`src/hdl/cpsr_pkg.sv`:
```
`default_nettype none

package cpsr_pkg;
	// Operation word: line code, selector, type, mode, register
	localparam logic [3:0] CPSR_LINE_CODE  = 4'hf;
	localparam logic [2:0] CPSR_TYPE_COND  = 3'h1;
	localparam logic [2:0] CPSR_TYPE_SAVE  = 3'h4;
	localparam logic [2:0] CPSR_TYPE_REST  = 3'h5;
	localparam int         CPSR_SEL_LSB    = 9;
	localparam int         CPSR_TYPE_LSB   = 6;
	localparam int         CPSR_MODE_LSB   = 3;
	localparam int         CPSR_COND_WIDTH = 6;

	// Effective address modes
	localparam logic [2:0] CPSR_EA_DREG  = 3'h0;
	localparam logic [2:0] CPSR_EA_AREG  = 3'h1;
	localparam logic [2:0] CPSR_EA_IND   = 3'h2;
	localparam logic [2:0] CPSR_EA_POST  = 3'h3;
	localparam logic [2:0] CPSR_EA_PRE   = 3'h4;
	localparam logic [2:0] CPSR_EA_DISP  = 3'h5;
	localparam logic [2:0] CPSR_EA_IDX   = 3'h6;
	localparam logic [2:0] CPSR_EA_EXT   = 3'h7;
	localparam logic [2:0] CPSR_EXT_ABSW = 3'h0;
	localparam logic [2:0] CPSR_EXT_ABSL = 3'h1;

	// Trap operand forms
	localparam logic [2:0] CPSR_FORM_ONE  = 3'h2;
	localparam logic [2:0] CPSR_FORM_TWO  = 3'h3;
	localparam logic [2:0] CPSR_FORM_NONE = 3'h4;

	// Operation word plus condition word, in bytes
	localparam logic [31:0] CPSR_BASE_BYTES = 32'h4;

	// Exception vectors, plain defaults
	localparam logic [7:0] CPSR_VEC_ILLEGAL = 8'h04;
	localparam logic [7:0] CPSR_VEC_PRIV    = 8'h08;
	localparam logic [7:0] CPSR_VEC_CPTRAP  = 8'h07;
	localparam logic [7:0] CPSR_VEC_UNIMPL  = 8'h0b;

	localparam logic [7:0]  CPSR_COUNT_RST = 8'h00;
	localparam logic [31:0] CPSR_WORD_RST  = 32'h0;

	typedef enum logic [1:0] {
		CPSR_OP_RESTORE = 2'h0,
		CPSR_OP_SAVE    = 2'h1,
		CPSR_OP_SET     = 2'h2,
		CPSR_OP_TRAP    = 2'h3
	} cpsr_op_e;

	typedef enum logic [2:0] {
		CPSR_ST_IDLE = 3'b001,
		CPSR_ST_WAIT = 3'b010,
		CPSR_ST_XFER = 3'b100
	} cpsr_state_e;
endpackage

`default_nettype wire

```
`src/hdl/cpsr_decode.sv`:
```
`timescale 1ns/100ps
`default_nettype none

module cpsr_decode
	import cpsr_pkg::*;
(
	input  wire logic        clk_sys,         // System clock, 20 MHz
	input  wire logic        reset_n,         // Asynchronous reset, active low
	input  wire logic        inst_valid,      // Instruction words present
	input  wire logic [15:0] inst_op,         // Operation word
	input  wire logic [15:0] inst_ext,        // Word after the operation word
	input  wire logic [31:0] inst_pc,         // Address of the operation word
	input  wire logic        supervisor,      // Supervisor state
	output logic             inst_ready,      // Decoder can take an instruction
	output logic             cp_req,          // Command pulse to coprocessor
	output cpsr_op_e         cp_op,           // Kind of command
	output logic [2:0]       cp_sel,          // Coprocessor select field
	output logic [5:0]       cp_cond,         // Condition passed on
	input  wire logic        cp_resp_valid,   // Coprocessor directive present
	input  wire logic        cp_resp_true,    // Condition result
	input  wire logic        cp_resp_again,   // Format word says come again
	input  wire logic [7:0]  cp_resp_len,     // State words to move
	output logic             cp_wr_valid,     // Restore word to coprocessor
	output logic [31:0]      cp_wr_data,      // Restore word
	input  wire logic        cp_word_valid,   // Save word from coprocessor
	input  wire logic [31:0] cp_word_data,    // Save word
	output logic             cp_rd_ready,     // Decoder takes save words
	output logic             mem_rd_req,      // Read next restore word
	input  wire logic        mem_rd_valid,    // Restore word from memory
	input  wire logic [31:0] mem_rd_data,     // Restore word from memory
	output logic             mem_wr_valid,    // Save word to memory
	output logic [31:0]      mem_wr_data,     // Save word to memory
	output logic [2:0]       ea_mode,         // Latched address mode
	output logic [2:0]       ea_reg,          // Latched address register
	output logic             dest_wr,         // Destination byte write pulse
	output logic [7:0]       dest_byte,       // Destination byte
	output logic             exc_req,         // Exception request pulse
	output logic [7:0]       exc_vector,      // Exception vector number
	output logic [31:0]      next_pc,         // Address of next instruction
	output logic             inst_done,       // Normal completion pulse
	output logic             irq_inhibit      // Hold off interrupt service
);
	cpsr_state_e state_reg;
	cpsr_op_e    op_reg, dec_op;
	logic [2:0]  sel_reg, ea_mode_reg, ea_reg_reg;
	logic [5:0]  cond_reg;
	logic [31:0] pc_next_reg, cp_wr_data_reg, mem_wr_data_reg;
	logic [7:0]  count_reg, dest_byte_reg, exc_vector_reg;
	logic        cp_req_reg, cp_wr_valid_reg, mem_wr_valid_reg, dest_wr_reg;
	logic        exc_req_reg, done_reg, inhibit_reg;

	logic [2:0]  op_type, trap_operand_form, op_rg;
	logic        abs_ok, dec_known, dec_legal, dec_priv;
	logic [1:0]  trap_words;
	logic        take, resp, rd_beat, wr_beat, last_beat;

	assign op_type = inst_op[CPSR_TYPE_LSB +: 3];
	assign trap_operand_form = inst_op[CPSR_MODE_LSB +: 3];
	assign op_rg   = inst_op[2:0];
	assign abs_ok  = (trap_operand_form == CPSR_EA_EXT) &&
		(op_rg == CPSR_EXT_ABSW || op_rg == CPSR_EXT_ABSL);

	always_comb begin
		dec_op     = CPSR_OP_SET;
		dec_known  = 1'b0;
		dec_legal  = 1'b0;
		trap_words = 2'h0;
		if (inst_op[15:12] == CPSR_LINE_CODE) begin
			case (op_type)
				CPSR_TYPE_REST: begin
					dec_op    = CPSR_OP_RESTORE;
					dec_known = 1'b1;
					dec_legal = abs_ok || trap_operand_form == CPSR_EA_IND ||
						trap_operand_form == CPSR_EA_POST || trap_operand_form == CPSR_EA_IDX;
				end
				CPSR_TYPE_SAVE: begin
					dec_op    = CPSR_OP_SAVE;
					dec_known = 1'b1;
					dec_legal = abs_ok || trap_operand_form == CPSR_EA_IND ||
						trap_operand_form == CPSR_EA_PRE || trap_operand_form == CPSR_EA_DISP ||
						trap_operand_form == CPSR_EA_IDX;
				end
				CPSR_TYPE_COND: begin
					dec_known = 1'b1;
					if (trap_operand_form == CPSR_EA_EXT && !abs_ok) begin
						// Mode 111 with a non-absolute register is the trap form
						dec_op = CPSR_OP_TRAP;
						case (op_rg)
							CPSR_FORM_ONE: begin
								dec_legal  = 1'b1;
								trap_words = 2'h1;
							end
							CPSR_FORM_TWO: begin
								dec_legal  = 1'b1;
								trap_words = 2'h2;
							end
							CPSR_FORM_NONE: dec_legal = 1'b1;
							default: dec_legal = 1'b0;
						endcase
					end else begin
						dec_op    = CPSR_OP_SET;
						dec_legal = trap_operand_form != CPSR_EA_AREG;
					end
				end
				default: dec_known = 1'b0;
			endcase
		end
	end

	assign dec_priv   = dec_known && dec_op == CPSR_OP_RESTORE && !supervisor;
	assign inst_ready = state_reg == CPSR_ST_IDLE;
	assign take       = inst_valid && inst_ready;
	assign resp       = state_reg == CPSR_ST_WAIT && cp_resp_valid;
	assign mem_rd_req = state_reg == CPSR_ST_XFER && op_reg == CPSR_OP_RESTORE;
	assign cp_rd_ready = state_reg == CPSR_ST_XFER && op_reg == CPSR_OP_SAVE;
	assign rd_beat    = mem_rd_req && mem_rd_valid;
	assign wr_beat    = cp_rd_ready && cp_word_valid;
	assign last_beat  = (rd_beat || wr_beat) && count_reg == 8'h01;

	always_ff @(posedge clk_sys or negedge reset_n) begin
		if (!reset_n) begin
			state_reg <= CPSR_ST_IDLE;
		end else begin
			case (state_reg)
				CPSR_ST_IDLE: begin
					if (take && dec_known && dec_legal && !dec_priv) begin
						state_reg <= CPSR_ST_WAIT;
					end
				end
				CPSR_ST_WAIT: begin
					if (resp && !(op_reg == CPSR_OP_RESTORE && cp_resp_again)) begin
						state_reg <= ((op_reg == CPSR_OP_RESTORE || op_reg == CPSR_OP_SAVE) &&
							cp_resp_len != CPSR_COUNT_RST) ? CPSR_ST_XFER : CPSR_ST_IDLE;
					end
				end
				CPSR_ST_XFER: begin
					if (last_beat) begin
						state_reg <= CPSR_ST_IDLE;
					end
				end
				default: state_reg <= CPSR_ST_IDLE;
			endcase
		end
	end

	// Instruction fields held for the coprocessor dialogue
	always_ff @(posedge clk_sys or negedge reset_n) begin
		if (!reset_n) begin
			op_reg      <= CPSR_OP_RESTORE;
			sel_reg     <= 3'h0;
			cond_reg    <= 6'h00;
			ea_mode_reg <= 3'h0;
			ea_reg_reg  <= 3'h0;
			pc_next_reg <= CPSR_WORD_RST;
		end else if (take) begin
			op_reg      <= dec_op;
			sel_reg     <= inst_op[CPSR_SEL_LSB +: 3];
			cond_reg    <= (dec_op == CPSR_OP_SET || dec_op == CPSR_OP_TRAP) ?
				inst_ext[CPSR_COND_WIDTH-1:0] : 6'h00;
			ea_mode_reg <= trap_operand_form;
			ea_reg_reg  <= op_rg;
			// Operand words belong to the trap handler and are only stepped over
			pc_next_reg <= inst_pc + CPSR_BASE_BYTES + {29'h0, trap_words, 1'b0};
		end
	end

	always_ff @(posedge clk_sys or negedge reset_n) begin
		if (!reset_n) begin
			cp_req_reg <= 1'b0;
		end else begin
			// A come-again answer asks for the restore command once more
			cp_req_reg <= (take && dec_known && dec_legal && !dec_priv) ||
				(resp && op_reg == CPSR_OP_RESTORE && cp_resp_again);
		end
	end

	always_ff @(posedge clk_sys or negedge reset_n) begin
		if (!reset_n) begin
			inhibit_reg <= 1'b0;
		end else if (resp && op_reg == CPSR_OP_RESTORE && cp_resp_again) begin
			inhibit_reg <= 1'b1;
		end else if (state_reg == CPSR_ST_IDLE) begin
			inhibit_reg <= 1'b0;
		end
	end

	always_ff @(posedge clk_sys or negedge reset_n) begin
		if (!reset_n) begin
			count_reg <= CPSR_COUNT_RST;
		end else if (resp) begin
			count_reg <= cp_resp_len;
		end else if (rd_beat || wr_beat) begin
			count_reg <= count_reg - 8'h01;
		end
	end

	// State words pass through one register stage in either direction
	always_ff @(posedge clk_sys or negedge reset_n) begin
		if (!reset_n) begin
			cp_wr_valid_reg  <= 1'b0;
			cp_wr_data_reg   <= CPSR_WORD_RST;
			mem_wr_valid_reg <= 1'b0;
			mem_wr_data_reg  <= CPSR_WORD_RST;
		end else begin
			cp_wr_valid_reg  <= rd_beat;
			mem_wr_valid_reg <= wr_beat;
			cp_wr_data_reg   <= rd_beat ? mem_rd_data : cp_wr_data_reg;
			mem_wr_data_reg  <= wr_beat ? cp_word_data : mem_wr_data_reg;
		end
	end

	// No path here writes condition codes: none of the four touch them
	always_ff @(posedge clk_sys or negedge reset_n) begin
		if (!reset_n) begin
			dest_wr_reg    <= 1'b0;
			dest_byte_reg  <= 8'h00;
			exc_req_reg    <= 1'b0;
			exc_vector_reg <= 8'h00;
			done_reg       <= 1'b0;
		end else begin
			dest_wr_reg <= 1'b0;
			exc_req_reg <= 1'b0;
			done_reg    <= 1'b0;
			if (take && !dec_known) begin
				exc_req_reg    <= 1'b1;
				exc_vector_reg <= CPSR_VEC_UNIMPL;
			end else if (take && dec_priv) begin
				// Privilege is checked before the address mode
				exc_req_reg    <= 1'b1;
				exc_vector_reg <= CPSR_VEC_PRIV;
			end else if (take && !dec_legal) begin
				exc_req_reg    <= 1'b1;
				exc_vector_reg <= CPSR_VEC_ILLEGAL;
			end else if (resp && op_reg == CPSR_OP_SET) begin
				dest_wr_reg   <= 1'b1;
				dest_byte_reg <= cp_resp_true ? 8'hff : 8'h00;
				done_reg      <= 1'b1;
			end else if (resp && op_reg == CPSR_OP_TRAP && cp_resp_true) begin
				exc_req_reg    <= 1'b1;
				exc_vector_reg <= CPSR_VEC_CPTRAP;
			end else if (resp && op_reg == CPSR_OP_TRAP) begin
				done_reg <= 1'b1;
			end else if (resp && !cp_resp_again && cp_resp_len == CPSR_COUNT_RST) begin
				done_reg <= 1'b1;
			end else if (last_beat) begin
				done_reg <= 1'b1;
			end
		end
	end

	assign cp_req      = cp_req_reg;
	assign cp_op       = op_reg;
	assign cp_sel      = sel_reg;
	assign cp_cond     = cond_reg;
	assign cp_wr_valid = cp_wr_valid_reg;
	assign cp_wr_data  = cp_wr_data_reg;
	assign mem_wr_valid = mem_wr_valid_reg;
	assign mem_wr_data = mem_wr_data_reg;
	assign ea_mode     = ea_mode_reg;
	assign ea_reg      = ea_reg_reg;
	assign dest_wr     = dest_wr_reg;
	assign dest_byte   = dest_byte_reg;
	assign exc_req     = exc_req_reg;
	assign exc_vector  = exc_vector_reg;
	assign next_pc     = pc_next_reg;
	assign inst_done   = done_reg;
	assign irq_inhibit = inhibit_reg;
endmodule

`default_nettype wire

```
`config.mk`:
```
export PLATFORM = sky130hd
export DESIGN_NAME = cpsr_decode
export DESIGN_NICKNAME = d
export VERILOG_FILES = /design/src/hdl/cpsr_pkg.sv /design/src/hdl/cpsr_decode.sv
export SDC_FILE = /design/constraint.sdc
export NUM_CORES = 1
export LEC_CHECK = 0
export BUFFER_PORTS_ARGS = -buffer_cell sky130_fd_sc_hd__buf_2
export CORE_ASPECT_RATIO = 0.7
export CORE_MARGIN = 2
export CORE_UTILIZATION = 44
export CTS_BUF_LIST = sky130_fd_sc_hd__clkbuf_4 sky130_fd_sc_hd__clkbuf_8
export DETAILED_ROUTE_END_ITERATION = 8
export PLACE_DENSITY = 0.91
export SLEW_MARGIN = 20
export SYNTH_ARGS = -nofsm -noshare
export SYNTH_HDL_FRONTEND = slang
export SYNTH_SLANG_ARGS = --single-unit
export TNS_END_PERCENT = 30
```
`constraint.sdc`:
```
create_clock -name clk_sys -period 1.8 [get_ports clk_sys]
set_input_delay 0.36 -clock clk_sys [delete_from_list [all_inputs] [get_ports clk_sys]]
set_output_delay 0.36 -clock clk_sys [all_outputs]
set_load 0.01 [all_outputs]
```
==> results of run 1 <==
-- timing repair --
item	in CTS	in global routing
endpoints found under the hold margin	39	0
gates cloned	0	1
setup buffers	1	3
hold buffers	1	0
pin swaps	16	15
gates resized for setup	14	19
endpoints found under the setup margin	30	39
-- through the flow --
stage	setup TNS (ns)	hold slack [ns]	util	power (uW)	cells
after floorplan	-16.85	0.06441	-	3586	549
after global placement	-20.97	0.3174	0.5848	4060	1020
after detailed placement	-23.47	0.3243	0.5848	4090	1020
after CTS	-7.593	0.07903	0.6206	6709	1054
after global routing	-11.41	0.08400	0.6288	6963	1056
final	-8.415	0.1112	0.6288	6681	1056
-- per-layer routing --
metal,vias to the layer above,share of wire,track usage
met5,-,0,0
met4,0,0.015,0.07845
met3,21,0.083,0.07212
met2,256,0.49,0.3835
met1,2588,0.41,0.2801
li1,2509,-,-
-- Yosys cell counts, drive strengths merged (2+ instances only) --
| library cell | number |
|---|---|
| mux2i | 2 |
| nor4 | 3 |
| ha | 6 |
| o31a | 2 |
| nor2 | 20 |
| mux2 | 65 |
| xnor2 | 6 |
| nand2b | 3 |
| inv | 15 |
| a32oi | 2 |
| and2 | 3 |
| and3 | 10 |
| or3 | 6 |
| nand4 | 10 |
| buf | 22 |
| nor2b | 2 |
| nand2 | 92 |
| dfrtp | 134 |
| o31ai | 3 |
| o21ai | 33 |
| nand3 | 17 |
| a311oi | 2 |
| o221a | 2 |
| a31oi | 2 |
| and4 | 2 |
| a22o | 7 |
| nor3 | 11 |
| xor2 | 21 |
| nor3b | 3 |
| o211ai | 4 |
| clkbuf | 13 |
| a21oi | 9 |
-- critical path, cell delays in order --
cell      delay [ns]
buf_8           0.10
nor4bb_4        0.30
nand4_1         0.13
ha_1            0.31
inv_2           0.05
ha_4            0.15
fa_2            0.34
and4_1          0.19
and3_4          0.17
buf_6           0.14
nand4_1         0.10
xor2_1          0.18
o21ai_1         0.08
-- area by class of cell --
| class | count | area, um^2 |
|---|---|---|
| well taps | 190 | 237.7 |
| clock inverters | 14 | 175.2 |
| fillers | 1051 | 5100 |
| repair buffers | 320 | 1898 |
| multi-input cells | 364 | 2649 |
| flip-flops and latches | 135 | 3381 |
| inverters | 15 | 56.30 |
| clock buffers | 18 | 241.5 |
-- how the worst max path moves through the flow --
| stage | from | endpoint | slack [ns] | depth (start not counted) |
|---|---|---|---|---|
| detailed placement | inst_op[2] | next_pc[16]$_DFFE_PN0P_ | -1.04 | 13 |
| global placement | inst_op[2] | next_pc[24]$_DFFE_PN0P_ | -0.94 | 13 |
| floorplan | inst_op[14] | next_pc[28]$_DFFE_PN0P_ | -0.96 | 13 |
| finish | inst_op[8] | next_pc[18]$_DFFE_PN0P_ | -0.50 | 13 |
| CTS | inst_op[8] | next_pc[16]$_DFFE_PN0P_ | -0.43 | 13 |
| global route | inst_op[8] | next_pc[18]$_DFFE_PN0P_ | -0.58 | 13 |
-- cells in the final DEF (no fill, tap or decap), types with 13 or more instances in the layout --
master / Yosys / routed
mux2_2: 65 / 65
dfrtp_1: 134 / 133
xor2_1: 21 / 20
o21ai_1: 8 / 21
inv_1: 14 / 13
clkbuf_8: 0 / 17
buf_4: 12 / 38
nand2_1: 92 / 88
nor2_1: 19 / 18
buf_2: 9 / 265
-- power groups by stage --
stage	Sequential, uW	Combinational, uW	Clock (uW)
3_5_place_dp	3290	804	0
4_1_cts	3230	814	2660
2_1_floorplan	3340	248	0
6_report	3240	823	2620
5_1_grt	3250	908	2810
3_3_place_gp	3280	775	0
-- cell families (layout without fill, tap and decap cells) --
logic type	after synthesis	in the layout
and+or+nand+nor	187	187
DFF	135	135
other	1	4
muxes	67	67
AOI/OAI and AO/OA	72	72
buffers and inverters	50	367
xor gates and xnor gates	27	27
adders and majority gates	7	7
==> run metrics, run 1 <==
CTS Root Cell=clkbuf_8; Synth Area in Adders=0.01552; area grow syn2layout=40.98%; Net Switching=1754 uW; Max Transition Viols Final=0; Post-synth EDFFs=0; Synth Area in XOR/XNOR=0.03860; sequential power share=0.484; Netlist Area Pre-Place=6127 um^2; Die Y=102.7 um; sw frac=0.2625; Compound-Gate Fraction of Synth Area=0.07699; RSZ-0062 raised after global routing=true; Final Cell Area=8638 um^2; drt wl/cell=16.55 um; CTS tree=done; Worst Setup Start Kind=input port; Core ar.=13740 um^2; Rows=36; fmax=roughly 440 MHz; ANT nets after route=0; Num CTS Buffers=17; Post-Syn Area per Cell=about 11 um^2; share of layout cells above drive strength 1=0.5231; DIE AREA=14900 um^2; sequential share of the synthesized area=0.5516; unique cell type count in the Yosys netlist=59; clock skew=0.009085 ns; clock-pin slew on the worst setup and hold paths=0.07 ns; clock sinks=135; Worst-Margin Slew=0.5223 ns; post-synthesis register bit count=135; Hold EP=next_pc[0]$_DFFE_PN0P_; maximum net fanout on the critical path=6; DP Area=8034 um^2; cell taking the most area after synthesis=dfrtp_1; first-pass GRT wire length=25920 um; Post-route DRC=0; Pleak=0.004612 uW; vias=approximately 5400; MaxCap Viol Count=0; Die X=145.0 um; GRT Residual Overflow=0; Setup violations, final=30; Total Routing Usage GR=0.2264; combinational power share=0.123; worst reg2reg path endpoint=count_reg[3]$_DFFE_PN0P_; via count of the first global-routing pass=5034; relative slew slack=0.6486; Worst VDD drop=approximately 0.43 mV; outcome=finished with violations; drt via density=5.089; violated checks=setup timing; Internal=4927 uW; internal reg-to-reg setup slack=0.02 ns; final worst path period share=1.275; CP endpoint kind=flip-flop; Cells after Synth=546; top post-synthesis cells by area=dfrtp_1 (55%), mux2_2 (12%), nand2_1 (5.6%); Top Ports=roughly 280; DR iter-0 viols=234; synth warn=0; starting density of the core=0.4460; Clock Power Share=0.393; Power Dens Cells=773.5 nW/um^2; Post-Synth Simple-Gate Area=0.1542; post-DP HPWL=13280 um; area fraction of the dominant cell type after synthesis=0.5473; largest family of logic cells by synthesized area=simple AND/OR/NAND/NOR gates; Initial DRT Pass Iterations=4; Hold Fails Final Rpt=0; clk buf depth=2; Hold Path Stages=3; dpl ws=-1.042 ns; Crit Path Category=in2reg; Max H-tree Level=4; # diodes=0; initial antenna violation count=0; critical path data arrival time=approximately 2.6 ns; Clk Latency, worst-skew pair=0.45 ns; asr flop ratio synth=1.000; Post-Route WL=17470 um; worst hold path type=in2reg; Critical Path RT=2.12 ns; R2R Path Start=cp_op[1]$_DFFE_PN0P_; GP Congestion=0.8578; top_reg_cell synth=dfrtp_1; largest net degree at the start of global routing=46; Reg2Reg Depth=4; Total Nets Final=1005; port bufs=approximately 270; min Tclk post-route=~2.3 ns; Worst Slack Setup Final=-0.4953 ns; post-synthesis mux area share=0.1227; hold path start=inst_pc[0]
(Power assumes the default switching activity.)
==> run 2: changes to the inputs <==
ABC_AREA = 1   (was unset)
CORE_UTILIZATION = 45   (was 44)
PLACE_DENSITY = 0.92   (was 0.91)
==> run 2 against run 1 <==
Compared with the run above:
- the run still ends with setup timing left
- cell count grew 27%
- critical endpoint is now next_pc[24]$_DFFE_PN0P_
- via count increased by 22%
- register-to-register slack better by 0.16 ns
- power increased by 12%
- maximum frequency up 14%
- clock power grew 6%
- sequential power increased by 6%
- setup slack gained 0.29 ns
- clock skew up 0.0072 ns
- count of clock-buffer cells in the layout did not move
- first-iteration DRC count grew 95%
==> run metrics, run 2 <==
sequential share of the synthesized area=0.5204 (-0.03114); Max Transition Viols Final=0 (unchanged); Worst VDD drop=0.4723 mV (+9.2%); initial antenna violation count=0 (unchanged); final worst path period share=1.116 (-0.1594); port bufs=269 (unchanged); Post-Syn Area per Cell=7.731 um^2 (-31%); Max H-tree Level=4 (unchanged); Clk Latency, worst-skew pair=0.43 ns (-0.02 ns); Num CTS Buffers=17 (unchanged); clock skew=0.01633 ns (+0.007248 ns); Top Ports=284 (unchanged); Rows=36 (unchanged); area grow syn2layout=37.88%; GP Congestion=0.9495 (+11%); DIE AREA=15420 um^2 (+3.5%); DR iter-0 viols=456 (+95%); Post-synth top cells=nand2_1 (421), dfrtp_1 (134), inv_1 (54), nor2_1 (52), nand3_1 (28); share of layout cells above drive strength 1=0.3458 (-0.1773); RSZ-0062 raised after global routing=true; Worst Setup Start Kind=input port; Netlist Area Pre-Place=6494 um^2 (+6.0%); largest net degree at the start of global routing=40 (-13%); Final Util=0.6392 (+0.01038); CP endpoint kind=flip-flop; top_reg_cell synth=dfrtp_1; clock sinks=135 (unchanged); Post-synth EDFFs=0 (unchanged); Post-route DRC=0 (unchanged); CTS Root Cell=clkbuf_8; starting density of the core=0.4636 (+0.01757); Critical Path RT=2.17 ns (+0.05 ns); clk buf depth=2 (unchanged); Hold Fails Final Rpt=0 (unchanged); outcome=finished with violations; Initial DRT Pass Iterations=5 (+1); maximum net fanout on the critical path=4 (-2); Total Routing Usage GR=0.2518 (+0.02541); Post-Route WL=19530 um (+12%); Power Dens Cells=837.5 nW/um^2 (+8.3%); commonest non-fill, non-tap cell in the layout=nand2_1; first-pass GRT wire length=31030 um (+20%); MaxCap Viol Count=0 (unchanged); setup total negative slack=-3.461 ns (+4.954 ns); min Tclk post-route=2.008 ns (-0.2870 ns); cell taking the most area after synthesis=dfrtp_1; Setup violations, final=29 (-3.3%); Worst Slack Setup Final=-0.2083 ns (+0.2870 ns); vias=6579 (+22%); Die X=147.6 um (+1.7%); Total Nets Final=1287 (+28%); post-DP HPWL=14340 um (+8.0%); Core ar.=14010 um^2 (+2.0%); violated checks=setup timing; top post-synthesis cells by area=dfrtp_1 (52%), nand2_1 (24%), inv_1 (3.1%); ANT nets after route=0 (unchanged); drt wl/cell=14.59 um (-12%); fmax=497.9 MHz (+14%); clock-pin slew on the worst setup and hold paths=0.09 ns (+0.02 ns); count leader, synth=nand2_1; CTS tree=done; post-synthesis register bit count=135 (unchanged); dpl ws=-0.7957 ns (+0.2465 ns); asr flop ratio synth=1.000 (unchanged); worst hold path type=in2reg; area fraction of the dominant cell type after synthesis=0.5164 (-0.03090); Die Y=104.5 um (+1.7%); via count of the first global-routing pass=6251 (+24%); # diodes=0 (unchanged); synth warn=0 (unchanged); drt via density=4.917 (-3.4%); commonest non-fill, non-tap cells in the layout=nand2_1 (415), buf_2 (262), dfrtp_1 (134), inv_1 (44), nor2_1 (42); unique cell type count in the Yosys netlist=34 (-42%); GRT Residual Overflow=0 (unchanged); Cells after Synth=840 (+54%); Pleak=0.005281 uW (+14%); critical path data arrival time=2.38 ns (-0.24 ns); Crit Path Category=in2reg
-- run 2: cell count changes after synthesis, sizes merged, moves of 7 or more --
cell	change
inv	+42
and3	-10
nor2	+33
nand3	+14
nor3	+12
a22o	-7
o21ai	-11
nand2	+333
mux2	-65
-- run 2: cell families after synthesis --
kind of cell / synth area share
AND/OR/NAND/NOR: 0.3397
flip-flops: 0.5204
buffers and inverters: 0.06108
AO/OA/AOI/OAI: 0.03121
XOR/XNOR: 0.03237
adder cells (fa/ha/maj): 0.01464
other: 0.0005775
-- run 2: path summary, 6_finish.rpt --
check	slack, ns	startpoint	endpoint	cells after the start
worst max-delay path	-0.21	inst_op[14]	next_pc[24]$_DFFE_PN0P_	15
worst min-delay path	0.12	mem_rd_data[13]	cp_wr_data[13]$_DFFE_PN0P_	3
worst max register to register	0.18	state_reg[1]$_DFFE_PN0P_	count_reg[4]$_DFFE_PN0P_	8
worst min register to register	0.48	cp_wr_data[5]$_DFFE_PN0P_	cp_wr_data[5]$_DFFE_PN0P_	2
max in group asynchronous	0.79	reset_n	next_pc[29]$_DFFE_PN0P_	3
min in group asynchronous	0.39	reset_n	next_pc[0]$_DFFE_PN0P_	2
-- run 2: layout make-up --
type	count	area, um^2
fill	1229	5055
sequential	135	3379
multi-input combinational	617	2929
timing repair buffer	307	1752
clock buffer	18	247.7
tap	190	237.7
inverter	57	221.5
clock inverter	14	186.4
-- run 2: metrics by stage --
step / instances / area, um^2 / hold WS, ns / power [uW]
2_1_floorplan: 843 / 6520 / 0.06441 / 4024
3_3_place_gp: 1298 / 8215 / 0.2936 / 4672
3_5_place_dp: 1298 / 8215 / 0.2902 / 4709
4_1_cts: 1335 / 8837 / 0.09225 / 7525
5_1_grt: 1338 / 8954 / 0.08834 / 7900
6_report: 1338 / 8954 / 0.1233 / 7499
-- run 2: critical path: stages --
cell and delay (ns):
buf_6 0.07, nand4_1 0.11, nor3_2 0.17, nand4_1 0.13, ha_1 0.31, inv_1 0.06, ha_2 0.20, fa_2 0.25
nand3_4 0.12, nor2_4 0.12, inv_2 0.05, nor3_2 0.12, xor2_1 0.17, nand2_1 0.07, nand2_1 0.06
-- run 2: layer usage --
| metal | vias up | track usage | routed length [um] |
|---|---|---|---|
| li1 | 3174 | - | - |
| met1 | 3088 | 0.3472 | 8492 |
| met2 | 298 | 0.4040 | 9265 |
| met3 | 19 | 0.06140 | 1578 |
| met4 | 0 | 0.05701 | 191 |
| met5 | - | 0 | 0 |
-- run 2: repair_timing --
| action | in CTS | in global routing |
|---|---|---|
| hold endpoints to repair | 33 | 0 |
| cloned | 0 | 0 |
| endpoints found under the setup margin | 31 | 31 |
| hold buffers | 1 | 0 |
| gates resized for setup | 47 | 24 |
| buffers inserted | 4 | 3 |
| pin swaps | 21 | 15 |
-- run 2: power by group --
group | internal (uW) | switching (uW) | total (uW)
Sequential | 3270 | 156 | 3430
Clock | 1450 | 1330 | 2770
Combinational | 521 | 773 | 1290
Total | 5240 | 2260 | 7500
